`src/logic/meter_cfg_pkg.sv`:
```
/*
 * Constants for the metering output configuration register bank:
 * register addresses, field positions, reset values and field encodings.
 * Assumes registers are reached at their printed addresses through the
 * device's serial-port register access path, 16-bit data.
 */
package meter_cfg_pkg;
  localparam int          AW = 16;
  localparam int          DW = 16;
  // Register addresses
  localparam logic [15:0] ADDR_GEN_CFG_LOW = 16'h0481;
  localparam logic [15:0] ADDR_PULSE_MODE  = 16'h0490;
  localparam logic [15:0] ADDR_ACCUM_MODE  = 16'h0492;
  localparam logic [15:0] ADDR_PEAK_OC     = 16'h0493;
  localparam logic [15:0] ADDR_ZERO_CROSS_CONFIG      = 16'h049A;
  localparam logic [15:0] ADDR_SIGN_STAT   = 16'h049D;
  // general_config_low fields
  localparam int          B_ZERO_CROSS_OUT_ENABLE  = 2;
  localparam int          B_DR_OUT_OE  = 1;
  localparam int          B_SOFT_RST   = 0;
  // pulse_output_mode fields
  localparam int          B_OUT2_OFF   = 7;
  localparam int          B_OUT1_OFF   = 6;
  localparam int          B_SRC2_LSB   = 3;
  localparam int          B_SRC1_LSB   = 0;
  localparam int          SRC_W        = 3;
  // accumulation_mode fields
  localparam int          B_LINE_FREQ  = 4;
  localparam int          B_VAR_LSB    = 2;
  localparam int          B_WATT_LSB   = 0;
  localparam int          ACC_W        = 2;
  // peak_overcurrent_config fields
  localparam int          B_PEAK_LSB   = 2;
  localparam int          B_OC_B       = 1;
  localparam int          B_OC_A       = 0;
  // zero_cross_config and power_sign_status fields
  localparam int          B_ZX_LPF_OFF = 0;
  localparam int          B_SIGN_P2    = 7;
  localparam int          B_SIGN_P1    = 6;
  localparam int          B_SIGN_VAR_A = 1;
  localparam int          B_SIGN_W_A   = 0;
  // Reset values
  localparam logic [15:0] RST_VAL      = 16'h0000;
  // Energy source encodings
  localparam logic [2:0]  SRC_ACTIVE   = 3'h0;
  localparam logic [2:0]  SRC_APPARENT = 3'h2;
  localparam logic [2:0]  SRC_REACTIVE = 3'h4;
  // Peak detection selection encodings
  typedef enum logic [1:0] {
    PEAK_OFF  = 2'b00,
    PEAK_A    = 2'b01,
    PEAK_B    = 2'b10,
    PEAK_BOTH = 2'b11
  } peak_sel_e;
endpackage

```
`src/logic/pulse_cfg_if.sv`:
```
/*
 * Carries the disable bit and energy source select of one pulse output
 * from the register bank to its pin logic.
 * Assumes both ends run on core_clk.
 */
`timescale 1ns/10ps
interface pulse_cfg_if;
  logic       out_off;
  logic [2:0] src_sel;
  modport ctrl (output out_off, output src_sel);
  modport pin  (input out_off, input src_sel);
endinterface

```
`src/logic/pulse_pin.sv`:
```
/*
 * One frequency output pin: picks an energy pulse train, holds the pin
 * high when disabled, routes an alternate signal when asked, and raises
 * the status flag request for accumulated pulses.
 * Assumes pulse trains are active low and synchronous to core_clk.
 */
`timescale 1ns/10ps
module pulse_pin (
  input  wire logic core_clk,
  input  wire logic srst,
  pulse_cfg_if.pin  cfg,
  input  wire logic active_pulse,
  input  wire logic apparent_pulse,
  input  wire logic reactive_pulse,
  input  wire logic accum_event,
  input  wire logic alt_en,
  input  wire logic alt_val,
  output logic      pin_q,
  output logic      flag_set_q
);
  logic pin_d;

  // Alternate routing first, then disable, then the chosen energy
  always_comb begin
    if (alt_en) begin
      pin_d = alt_val;
    end else if (cfg.out_off) begin
      pin_d = 1'b1;
    end else if (cfg.src_sel == meter_cfg_pkg::SRC_ACTIVE) begin
      pin_d = active_pulse;
    end else if (cfg.src_sel == meter_cfg_pkg::SRC_APPARENT) begin
      pin_d = apparent_pulse;
    end else if (cfg.src_sel == meter_cfg_pkg::SRC_REACTIVE) begin
      pin_d = reactive_pulse;
    end else begin
      pin_d = 1'b1;                                  // Unlisted codes stay idle
    end
  end

  // Pin register; idle level is high
  always_ff @(posedge core_clk) begin
    if (srst) begin
      pin_q <= 1'b1;
    end else begin
      pin_q <= pin_d;
    end
  end

  // Status flag request is suppressed while the output is disabled
  always_ff @(posedge core_clk) begin
    if (srst) begin
      flag_set_q <= 1'b0;
    end else begin
      flag_set_q <= accum_event & ~cfg.out_off;
    end
  end
endmodule

```
`src/logic/sign_latch.sv`:
```
/*
 * Holds the read-only power sign flags sampled from the metrology path.
 * Assumes sign inputs are synchronous levels, one = negative.
 */
`timescale 1ns/10ps
module sign_latch (
  input  wire logic       core_clk,
  input  wire logic       clr,
  input  wire logic [3:0] sign_in,
  output logic      [3:0] sign_q
);
  // Sample every cycle; a clear forces positive
  always_ff @(posedge core_clk) begin
    if (clr) begin
      sign_q <= 4'h0;
    end else begin
      sign_q <= sign_in;
    end
  end
endmodule

```
`src/logic/metering_output_config_regs.sv`:
```
/*
 * Configuration and status register bank for the metering output logic:
 * pulse pin routing and disables, energy source selects, accumulation
 * modes, line frequency, peak and overcurrent enables, zero-crossing
 * filter bypass, power sign flags and the self-clearing software reset.
 * Assumes a register access front end (the serial port) presents one
 * access per strobe with 16-bit data, and metrology inputs are synchronous.
 */
// Function
// - Zero-cross enable routes the zero-crossing signal onto pulse pin two.
// - Data-ready enable routes the data-ready signal onto pulse pin two while zero-cross enable is clear.
// - Writing one to soft reset starts a reset; bit clears itself.
// - Pulse output two disable stops pulses and holds pin two high while neither routing enable is set.
// - A disabled output never raises its pulse status flag.
// - Pulse output one disable acts like output two disable on pin one.
// - Source two selects active, apparent or reactive energy for pin two.
// - Source one selects energy for pin one with the same codes.
// - Line frequency select: zero is 50 Hz, one is 60 Hz.
// - Reactive accumulation mode: signed, absolute, positive or negative only.
// - Active accumulation mode uses the same four-mode encoding.
// - Peak select: off, phase A only, channel B only, or both.
// - Overcurrent detection on channel B only while its enable is set.
// - Overcurrent detection on channel A only while its enable is set.
// - Zero-cross filter off bypasses the zero-crossing low-pass filter.
// - Pulse path two sign reads one when its energy is negative.
// - Pulse path one sign reads one when its energy is negative.
// - Reactive sign A reads one when phase A reactive power is negative.
// - Active sign A reads one when phase A active power is negative.
`timescale 1ns/10ps
module metering_output_config_regs (
  input  wire logic        core_clk,
  input  wire logic        srst,
  // Register access port
  input  wire logic [15:0] reg_addr,
  input  wire logic [15:0] reg_wdata,
  input  wire logic        reg_wr,
  input  wire logic        reg_rd,
  output logic      [15:0] reg_rdata,
  output logic             reg_rd_valid,
  // Energy pulse trains from the frequency converters (active low), accumulation events (active high) and pin two alternate signals
  input  wire logic [1:0]  active_pulse,
  input  wire logic [1:0]  apparent_pulse,
  input  wire logic [1:0]  reactive_pulse,
  input  wire logic [1:0]  pulse_accum_event,
  input  wire logic        zero_cross_signal,
  input  wire logic        data_ready_signal,
  // Sign levels from metrology, one means negative
  input  wire logic        path2_negative,
  input  wire logic        path1_negative,
  input  wire logic        reactive_a_negative,
  input  wire logic        active_a_negative,
  // Pins and controls
  output logic             pulse_out1_pin,
  output logic             pulse_out2_pin,
  output logic [1:0]       pulse_flag_set,
  output logic             soft_reset_out,
  output logic             line_freq_60,
  output logic [1:0]       reactive_accum_mode,
  output logic [1:0]       active_accum_mode,
  output logic             peak_a_enable,
  output logic             peak_b_enable,
  output logic             overcurrent_a_enable,
  output logic             overcurrent_b_enable,
  output logic             zero_cross_filter_off
);
  logic        zx_oe_q;
  logic        dr_oe_q;
  logic        out1_off_q;
  logic        out2_off_q;
  logic [2:0]  src1_q;
  logic [2:0]  src2_q;
  logic        freq_q;
  logic [1:0]  var_acc_q;
  logic [1:0]  watt_acc_q;
  logic [1:0]  peak_q;
  logic        oc_a_q;
  logic        oc_b_q;
  logic        zx_lpf_off_q;
  logic        soft_rst_q;
  logic        clr_all;
  logic [3:0]  sign_q;
  logic [15:0] rdata_d;
  logic        alt2_en;
  logic        alt2_val;
  logic        wr_gen;
  logic        wr_mode;
  logic        wr_acc;
  logic        wr_peak;
  logic        wr_zx;

  pulse_cfg_if cfg1 ();
  pulse_cfg_if cfg2 ();

  // Address decode for writes
  assign wr_gen  = reg_wr && (reg_addr == meter_cfg_pkg::ADDR_GEN_CFG_LOW);
  assign wr_mode = reg_wr && (reg_addr == meter_cfg_pkg::ADDR_PULSE_MODE);
  assign wr_acc  = reg_wr && (reg_addr == meter_cfg_pkg::ADDR_ACCUM_MODE);
  assign wr_peak = reg_wr && (reg_addr == meter_cfg_pkg::ADDR_PEAK_OC);
  assign wr_zx   = reg_wr && (reg_addr == meter_cfg_pkg::ADDR_ZERO_CROSS_CONFIG);

  // Hardware reset and software reset clear the same field, pin and sign state
  assign clr_all = srst | soft_rst_q;

  // Soft reset request: one-cycle pulse, never stored as a readable bit
  always_ff @(posedge core_clk) begin
    if (srst) begin
      soft_rst_q <= 1'b0;
    end else begin
      soft_rst_q <= wr_gen & reg_wdata[meter_cfg_pkg::B_SOFT_RST] & ~soft_rst_q;
    end
  end

  // Pin two routing enables; only the documented bits are kept
  always_ff @(posedge core_clk) begin
    if (clr_all) begin
      zx_oe_q <= meter_cfg_pkg::RST_VAL[meter_cfg_pkg::B_ZERO_CROSS_OUT_ENABLE];
      dr_oe_q <= meter_cfg_pkg::RST_VAL[meter_cfg_pkg::B_DR_OUT_OE];
    end else if (wr_gen) begin
      zx_oe_q <= reg_wdata[meter_cfg_pkg::B_ZERO_CROSS_OUT_ENABLE];
      dr_oe_q <= reg_wdata[meter_cfg_pkg::B_DR_OUT_OE];
    end
  end

  // Pulse output disables and energy source selects
  always_ff @(posedge core_clk) begin
    if (clr_all) begin
      out1_off_q <= meter_cfg_pkg::RST_VAL[meter_cfg_pkg::B_OUT1_OFF];
      out2_off_q <= meter_cfg_pkg::RST_VAL[meter_cfg_pkg::B_OUT2_OFF];
      src1_q     <= meter_cfg_pkg::RST_VAL[2:0];
      src2_q     <= meter_cfg_pkg::RST_VAL[2:0];
    end else if (wr_mode) begin
      out1_off_q <= reg_wdata[meter_cfg_pkg::B_OUT1_OFF];
      out2_off_q <= reg_wdata[meter_cfg_pkg::B_OUT2_OFF];
      src1_q     <= reg_wdata[meter_cfg_pkg::B_SRC1_LSB +: meter_cfg_pkg::SRC_W];
      src2_q     <= reg_wdata[meter_cfg_pkg::B_SRC2_LSB +: meter_cfg_pkg::SRC_W];
    end
  end

  // Line frequency and accumulation modes
  always_ff @(posedge core_clk) begin
    if (clr_all) begin
      freq_q     <= meter_cfg_pkg::RST_VAL[meter_cfg_pkg::B_LINE_FREQ];
      var_acc_q  <= meter_cfg_pkg::RST_VAL[1:0];
      watt_acc_q <= meter_cfg_pkg::RST_VAL[1:0];
    end else if (wr_acc) begin
      freq_q     <= reg_wdata[meter_cfg_pkg::B_LINE_FREQ];
      var_acc_q  <= reg_wdata[meter_cfg_pkg::B_VAR_LSB +: meter_cfg_pkg::ACC_W];
      watt_acc_q <= reg_wdata[meter_cfg_pkg::B_WATT_LSB +: meter_cfg_pkg::ACC_W];
    end
  end

  // Peak selection and overcurrent enables
  always_ff @(posedge core_clk) begin
    if (clr_all) begin
      peak_q <= meter_cfg_pkg::RST_VAL[1:0];
      oc_a_q <= meter_cfg_pkg::RST_VAL[meter_cfg_pkg::B_OC_A];
      oc_b_q <= meter_cfg_pkg::RST_VAL[meter_cfg_pkg::B_OC_B];
    end else if (wr_peak) begin
      peak_q <= reg_wdata[meter_cfg_pkg::B_PEAK_LSB +: 2];
      oc_a_q <= reg_wdata[meter_cfg_pkg::B_OC_A];
      oc_b_q <= reg_wdata[meter_cfg_pkg::B_OC_B];
    end
  end

  // Zero-crossing filter bypass
  always_ff @(posedge core_clk) begin
    if (clr_all) begin
      zx_lpf_off_q <= meter_cfg_pkg::RST_VAL[meter_cfg_pkg::B_ZX_LPF_OFF];
    end else if (wr_zx) begin
      zx_lpf_off_q <= reg_wdata[meter_cfg_pkg::B_ZX_LPF_OFF];
    end
  end

  // Control outputs straight from the field registers
  assign line_freq_60          = freq_q;
  assign reactive_accum_mode   = var_acc_q;
  assign active_accum_mode     = watt_acc_q;
  assign overcurrent_a_enable  = oc_a_q;
  assign overcurrent_b_enable  = oc_b_q;
  assign zero_cross_filter_off = zx_lpf_off_q;
  assign soft_reset_out        = soft_rst_q;

  // Peak enables decoded from the selection code
  always_comb begin
    case (meter_cfg_pkg::peak_sel_e'(peak_q))
      meter_cfg_pkg::PEAK_A: begin
        peak_a_enable = 1'b1;
        peak_b_enable = 1'b0;
      end
      meter_cfg_pkg::PEAK_B: begin
        peak_a_enable = 1'b0;
        peak_b_enable = 1'b1;
      end
      meter_cfg_pkg::PEAK_BOTH: begin
        peak_a_enable = 1'b1;
        peak_b_enable = 1'b1;
      end
      default: begin
        peak_a_enable = 1'b0;
        peak_b_enable = 1'b0;
      end
    endcase
  end

  // Pin two alternate function; zero-crossing has priority
  always_comb begin
    alt2_en  = zx_oe_q | dr_oe_q;
    alt2_val = zx_oe_q ? zero_cross_signal : data_ready_signal;
  end

  assign cfg1.out_off = out1_off_q;
  assign cfg1.src_sel = src1_q;
  assign cfg2.out_off = out2_off_q;
  assign cfg2.src_sel = src2_q;

  pulse_pin u_pin1 (
    .core_clk       (core_clk),
    .srst           (clr_all),
    .cfg            (cfg1),
    .active_pulse   (active_pulse[0]),
    .apparent_pulse (apparent_pulse[0]),
    .reactive_pulse (reactive_pulse[0]),
    .accum_event    (pulse_accum_event[0]),
    .alt_en         (1'b0),
    .alt_val        (1'b1),
    .pin_q          (pulse_out1_pin),
    .flag_set_q     (pulse_flag_set[0])
  );

  pulse_pin u_pin2 (
    .core_clk       (core_clk),
    .srst           (clr_all),
    .cfg            (cfg2),
    .active_pulse   (active_pulse[1]),
    .apparent_pulse (apparent_pulse[1]),
    .reactive_pulse (reactive_pulse[1]),
    .accum_event    (pulse_accum_event[1]),
    .alt_en         (alt2_en),
    .alt_val        (alt2_val),
    .pin_q          (pulse_out2_pin),
    .flag_set_q     (pulse_flag_set[1])
  );

  sign_latch u_sign (
    .core_clk (core_clk),
    .clr      (clr_all),
    .sign_in  ({path2_negative, path1_negative, reactive_a_negative, active_a_negative}),
    .sign_q   (sign_q)
  );

  // Read mux; unmapped addresses and reserved bits read zero
  always_comb begin
    rdata_d = 16'h0000;
    if (reg_addr == meter_cfg_pkg::ADDR_GEN_CFG_LOW) begin
      rdata_d[meter_cfg_pkg::B_ZERO_CROSS_OUT_ENABLE] = zx_oe_q;         // Soft reset reads zero
      rdata_d[meter_cfg_pkg::B_DR_OUT_OE] = dr_oe_q;
    end else if (reg_addr == meter_cfg_pkg::ADDR_PULSE_MODE) begin
      rdata_d[meter_cfg_pkg::B_OUT2_OFF] = out2_off_q;
      rdata_d[meter_cfg_pkg::B_OUT1_OFF] = out1_off_q;
      rdata_d[meter_cfg_pkg::B_SRC2_LSB +: meter_cfg_pkg::SRC_W] = src2_q;
      rdata_d[meter_cfg_pkg::B_SRC1_LSB +: meter_cfg_pkg::SRC_W] = src1_q;
    end else if (reg_addr == meter_cfg_pkg::ADDR_ACCUM_MODE) begin
      rdata_d[meter_cfg_pkg::B_LINE_FREQ] = freq_q;
      rdata_d[meter_cfg_pkg::B_VAR_LSB +: meter_cfg_pkg::ACC_W]  = var_acc_q;
      rdata_d[meter_cfg_pkg::B_WATT_LSB +: meter_cfg_pkg::ACC_W] = watt_acc_q;
    end else if (reg_addr == meter_cfg_pkg::ADDR_PEAK_OC) begin
      rdata_d[meter_cfg_pkg::B_PEAK_LSB +: 2] = peak_q;
      rdata_d[meter_cfg_pkg::B_OC_B] = oc_b_q;
      rdata_d[meter_cfg_pkg::B_OC_A] = oc_a_q;
    end else if (reg_addr == meter_cfg_pkg::ADDR_ZERO_CROSS_CONFIG) begin
      rdata_d[meter_cfg_pkg::B_ZX_LPF_OFF] = zx_lpf_off_q;
    end else if (reg_addr == meter_cfg_pkg::ADDR_SIGN_STAT) begin
      rdata_d[meter_cfg_pkg::B_SIGN_P2]    = sign_q[3];
      rdata_d[meter_cfg_pkg::B_SIGN_P1]    = sign_q[2];
      rdata_d[meter_cfg_pkg::B_SIGN_VAR_A] = sign_q[1];
      rdata_d[meter_cfg_pkg::B_SIGN_W_A]   = sign_q[0];
    end
  end

  // Read data is held until the next read, so a slow front end can take it
  always_ff @(posedge core_clk) begin
    if (srst) begin
      reg_rdata    <= 16'h0000;
      reg_rd_valid <= 1'b0;
    end else begin
      reg_rd_valid <= reg_rd;
      if (reg_rd) begin
        reg_rdata <= rdata_d;
      end
    end
  end
endmodule

```
`config.mk`:
```
export PLATFORM = sky130hd
export DESIGN_NAME = metering_output_config_regs
export DESIGN_NICKNAME = d
export VERILOG_FILES = /design/src/logic/meter_cfg_pkg.sv /design/src/logic/pulse_cfg_if.sv /design/src/logic/pulse_pin.sv /design/src/logic/sign_latch.sv /design/src/logic/metering_output_config_regs.sv
export SDC_FILE = /design/constraint.sdc
export NUM_CORES = 1
export LEC_CHECK = 0
export ABC_AREA = 0
export BUFFER_PORTS_ARGS = -buffer_cell sky130_fd_sc_hd__buf_2
export CORE_MARGIN = 2
export CORE_UTILIZATION = 42
export CTS_CLUSTER_DIAMETER = 50
export CTS_CLUSTER_SIZE = 40
export DETAILED_ROUTE_END_ITERATION = 6
export PLACE_DENSITY = 0.75
export SKIP_LAST_GASP = 1
export SYNTH_ARGS = -nofsm -noshare
export SYNTH_HDL_FRONTEND = slang
export SYNTH_SLANG_ARGS = --single-unit
```
`constraint.sdc`:
```
create_clock -name core_clk -period 2.2 [get_ports core_clk]
set_input_delay 0.22 -clock core_clk [delete_from_list [all_inputs] [get_ports core_clk]]
set_output_delay 0.22 -clock core_clk [all_outputs]
set_load 0.02 [all_outputs]
```
==> run_results.csv <==
group,metric,value,unit
worst_setup_path,path_cells,"buf_2, or4_1, or4b_1, or4_4, o211ai_1, o21ai_1",
clocking,cts-resized-gates,0,
clocking,h-tree-depth,2,
power,peakVddDrop,0.300,mV
synth,ys_ff_latch,38,
grt,grt_overflow,0,
grt,grt_pass1_wl,7590,um
final_layout,drive_gt1_share,32.5,%
floorplan,ioPinCount,82,
worst_setup_path,reg2reg_to,"u_pin1.pin_q$_SDFF_PP1_",
worst_setup_path,required,2.38,ns
clocking,clockBufferDepth,2,
clocking,postCtsSetupBuffers,0,
grt,gr-usage-met3,5.09,%
route,avgRoutedWirePerCell,14.7,um
clocking,clk_pin_slew_worst_paths,0.08,ns
synth,ys_warn_count,0,
placed_design,gp_congestion,0.816,
run_status,status,"completed",
job,drv_cap,0,
grt,grt_pass1_vias,1645,
timing,whs,0.129,ns
floorplan,die_h,69.6,um
final_layout,antennaDiodeCount,0,
clocking,clock_sinks,38,
floorplan,die_width,69.6,um
synth,synth-edff-count,0,
worst_setup_path,r2r-start,"soft_reset_out$_SDFF_PP0_",
worst_setup_path,cp_max_fo,3,
floorplan,die-area,0.00485,sq mm
hold_path,hp-class,"in2reg",
final_layout,syn2layout_area_growth,24.9,%
synth,syn_inst,214,
timing,finalSetupViolations,0,
clocking,root_buffer,"clkbuf_8",
floorplan,initial_core_util,44.6,%
grt,met2_usage,31.5,%
synth,synth.area.top_cells,"dfxtp_1 42%, a21oi_1 5.3%, nand3_1 4.7%",
power,power.density,633,mW/mm^2
worst_setup_path,r2r_slack,0.68,ns
worst_setup_path,slowest_stage,"or4_1",
timing,worst_pin_slew,0.527,ns
worst_setup_path,path_buf_inv,1,
timing,fin_tns_setup,0,ns
worst_setup_path,ff2ff_path_depth,3,
worst_setup_path,slowest_delay,0.55,ns
floorplan,coreArea,0.00406,sq mm
synth,ys_async_sr_fraction,0,%
hold_path,min_to,"u_sign.sign_q[0]$_SDFF_PP0_",
synth,syn_area,0.00181,sq mm
grt,grt.busiest_layer,"met2",
route,finalWirelength,4790,um
synth,yosysMostFrequentCell,"dfxtp_1",
route,ant_nets,0,
worst_setup_path,endpoint_kind,"flop",
grt,grt.total_usage,19.2,%
timing,hold_viol_final,0,
route,drt_iter0_drc,119,
hold_path,hold_path_depth,2,
synth,synth_top_area_cell,"dfxtp_1",
timing,drv_slew,0,
timing,skew,0.00659,ns
final_layout,finalNonFillerCells,327,
clocking,hold_buffers,0,
final_layout,fillers,383,
clocking,numCtsBuffers,5,
timing,rsz0062_at_grt,"no",
clocking,cts_tree,"built",
floorplan,num_rows,23,
clocking,worstSkewPairLatency,0.29,ns
timing,relSlewSlack,64.6,%
route,first_pass_iters,4,
synth,synth_ff_type,"dfxtp_1",
placed_design,place_hpwl,3600,um
synth,synthDominantCellAreaShare,42.1,%
placed_design,dp_cells,320,
worst_setup_path,worstSetupPathType,"in2reg",
worst_setup_path,critPathArrivalTime,2.08,ns
synth,synth_commonest_cells,"38 x dfxtp_1, 22 x nand2_1, 19 x a21oi_1, 17 x nand3_1, 14 x nor2_1",
synth,ys_seq_area_share,42.1,%
worst_setup_path,cp-start-kind,"primary input",
final_layout,fin_nets,327,
synth,synth_cell_type_count,46,
placed_design,port-buffer-count,65,
hold_path,min-delay-start,"active_a_negative",
synth,syn_avg_cell_area,8.45,sq um
grt,met1_usage,24.4,%
grt,antenna_found_initial,0,
route,drc,0,
route,dr_total_vias,1758,
grt,grt_max_degree,25,
timing,min_period,1.90,ns
worst_setup_path,crit_family,"simple AND/OR/NAND/NOR gates",
route,vias_per_cell,5.38,
timing,fmax,527,MHz
power,leakagePower,0.933,nW
timing,post-route-period-util,86.2,%
[cells by family after synthesis]
family / synth area share (%)
mux: 4.50
buf+inv: 7.75
flops: 42.1
other cells: 0.207
compound gates: 14.7
simple gates: 30.7
[cells in the final DEF, fill, tap and decap left out, types with 2 or more instances in the layout]
cell      instances
dfxtp_1          38
mux2i_1           7
nand2b_1          6
o21ai_1           4
nor3_1            2
clkbuf_8          6
and2_1            6
a32oi_1           2
nand2_1          22
buf_4             8
nor4_1            6
o211ai_1          2
a22oi_1           4
nor2b_1           4
or4_1             3
nor2_1           14
o21ai_0           4
buf_2            65
a21oi_1          19
and3_1            3
or4b_2            2
conb_1            8
nand3_1          17
a21o_1            2
nor3b_1           2
[area by class of cell]
class,instances,area (sq um),share of cell area [%]
sequential,38,761,33.7
inverter,1,3.75,0.166
clock buffer,6,82.6,3.66
clock inverter,1,30.0,1.33
multi-input combinational,158,933,41.3
tap,50,62.6,2.77
timing repair buffer,73,385,17.1
[metal layers]
metal	wire (um)	share of wire (%)	vias to the layer above
li1	-	-	873
met1	2120	44	814
met2	2340	49	63
met3	274	5.7	8
met4	64	1.3	0
met5	0	0	-
[state kept, by name, indices dropped and copies added, names as in the netlist, 2 cells and up]
signal and flops:
reactive_accum_mode 2, active_accum_mode 2, u_sign.sign_q 4, cfg2.src_sel 3, reg_rdata 8, cfg1.src_sel 3
peak_q 2
[per-stage QoR]
stage          instance area [sq um]  total power (W)  worst slack (ns)  util [%]
6_report                        2260          0.00143             0.303      55.7
5_1_grt                         2260          0.00147             0.209      55.7
4_1_cts                         2260          0.00144             0.294      55.7
3_5_place_dp                    2150         0.000841           0.00202      52.9
3_3_place_gp                    2150         0.000839            0.0258      52.9
2_1_floorplan                   1830         0.000795            0.0463         -
[how the worst max path moves through the flow]
stage,startpoint,end,slack [ns],depth (start not counted)
3_5_place_dp,reg_addr[13],reg_rdata[0]$_SDFFE_PP0P_,0.002,6
2_1_floorplan,reg_addr[9],reg_rdata[0]$_SDFFE_PP0P_,0.05,6
5_1_grt,reg_addr[13],reg_rdata[0]$_SDFFE_PP0P_,0.21,7
4_1_cts,reg_addr[13],reg_rdata[3]$_SDFFE_PP0P_,0.29,6
6_report,reg_addr[13],reg_rdata[3]$_SDFFE_PP0P_,0.30,6
3_3_place_gp,reg_addr[13],reg_rdata[0]$_SDFFE_PP0P_,0.03,6
[power breakdown]
part / internal (W) / switching (W)
clock network: 0.000363 / 0.000240
logic: 0.0000500 / 0.0000775
registers: 0.000697 / 0.00000246
No activity file was read; power rests on OpenSTA's default activity.
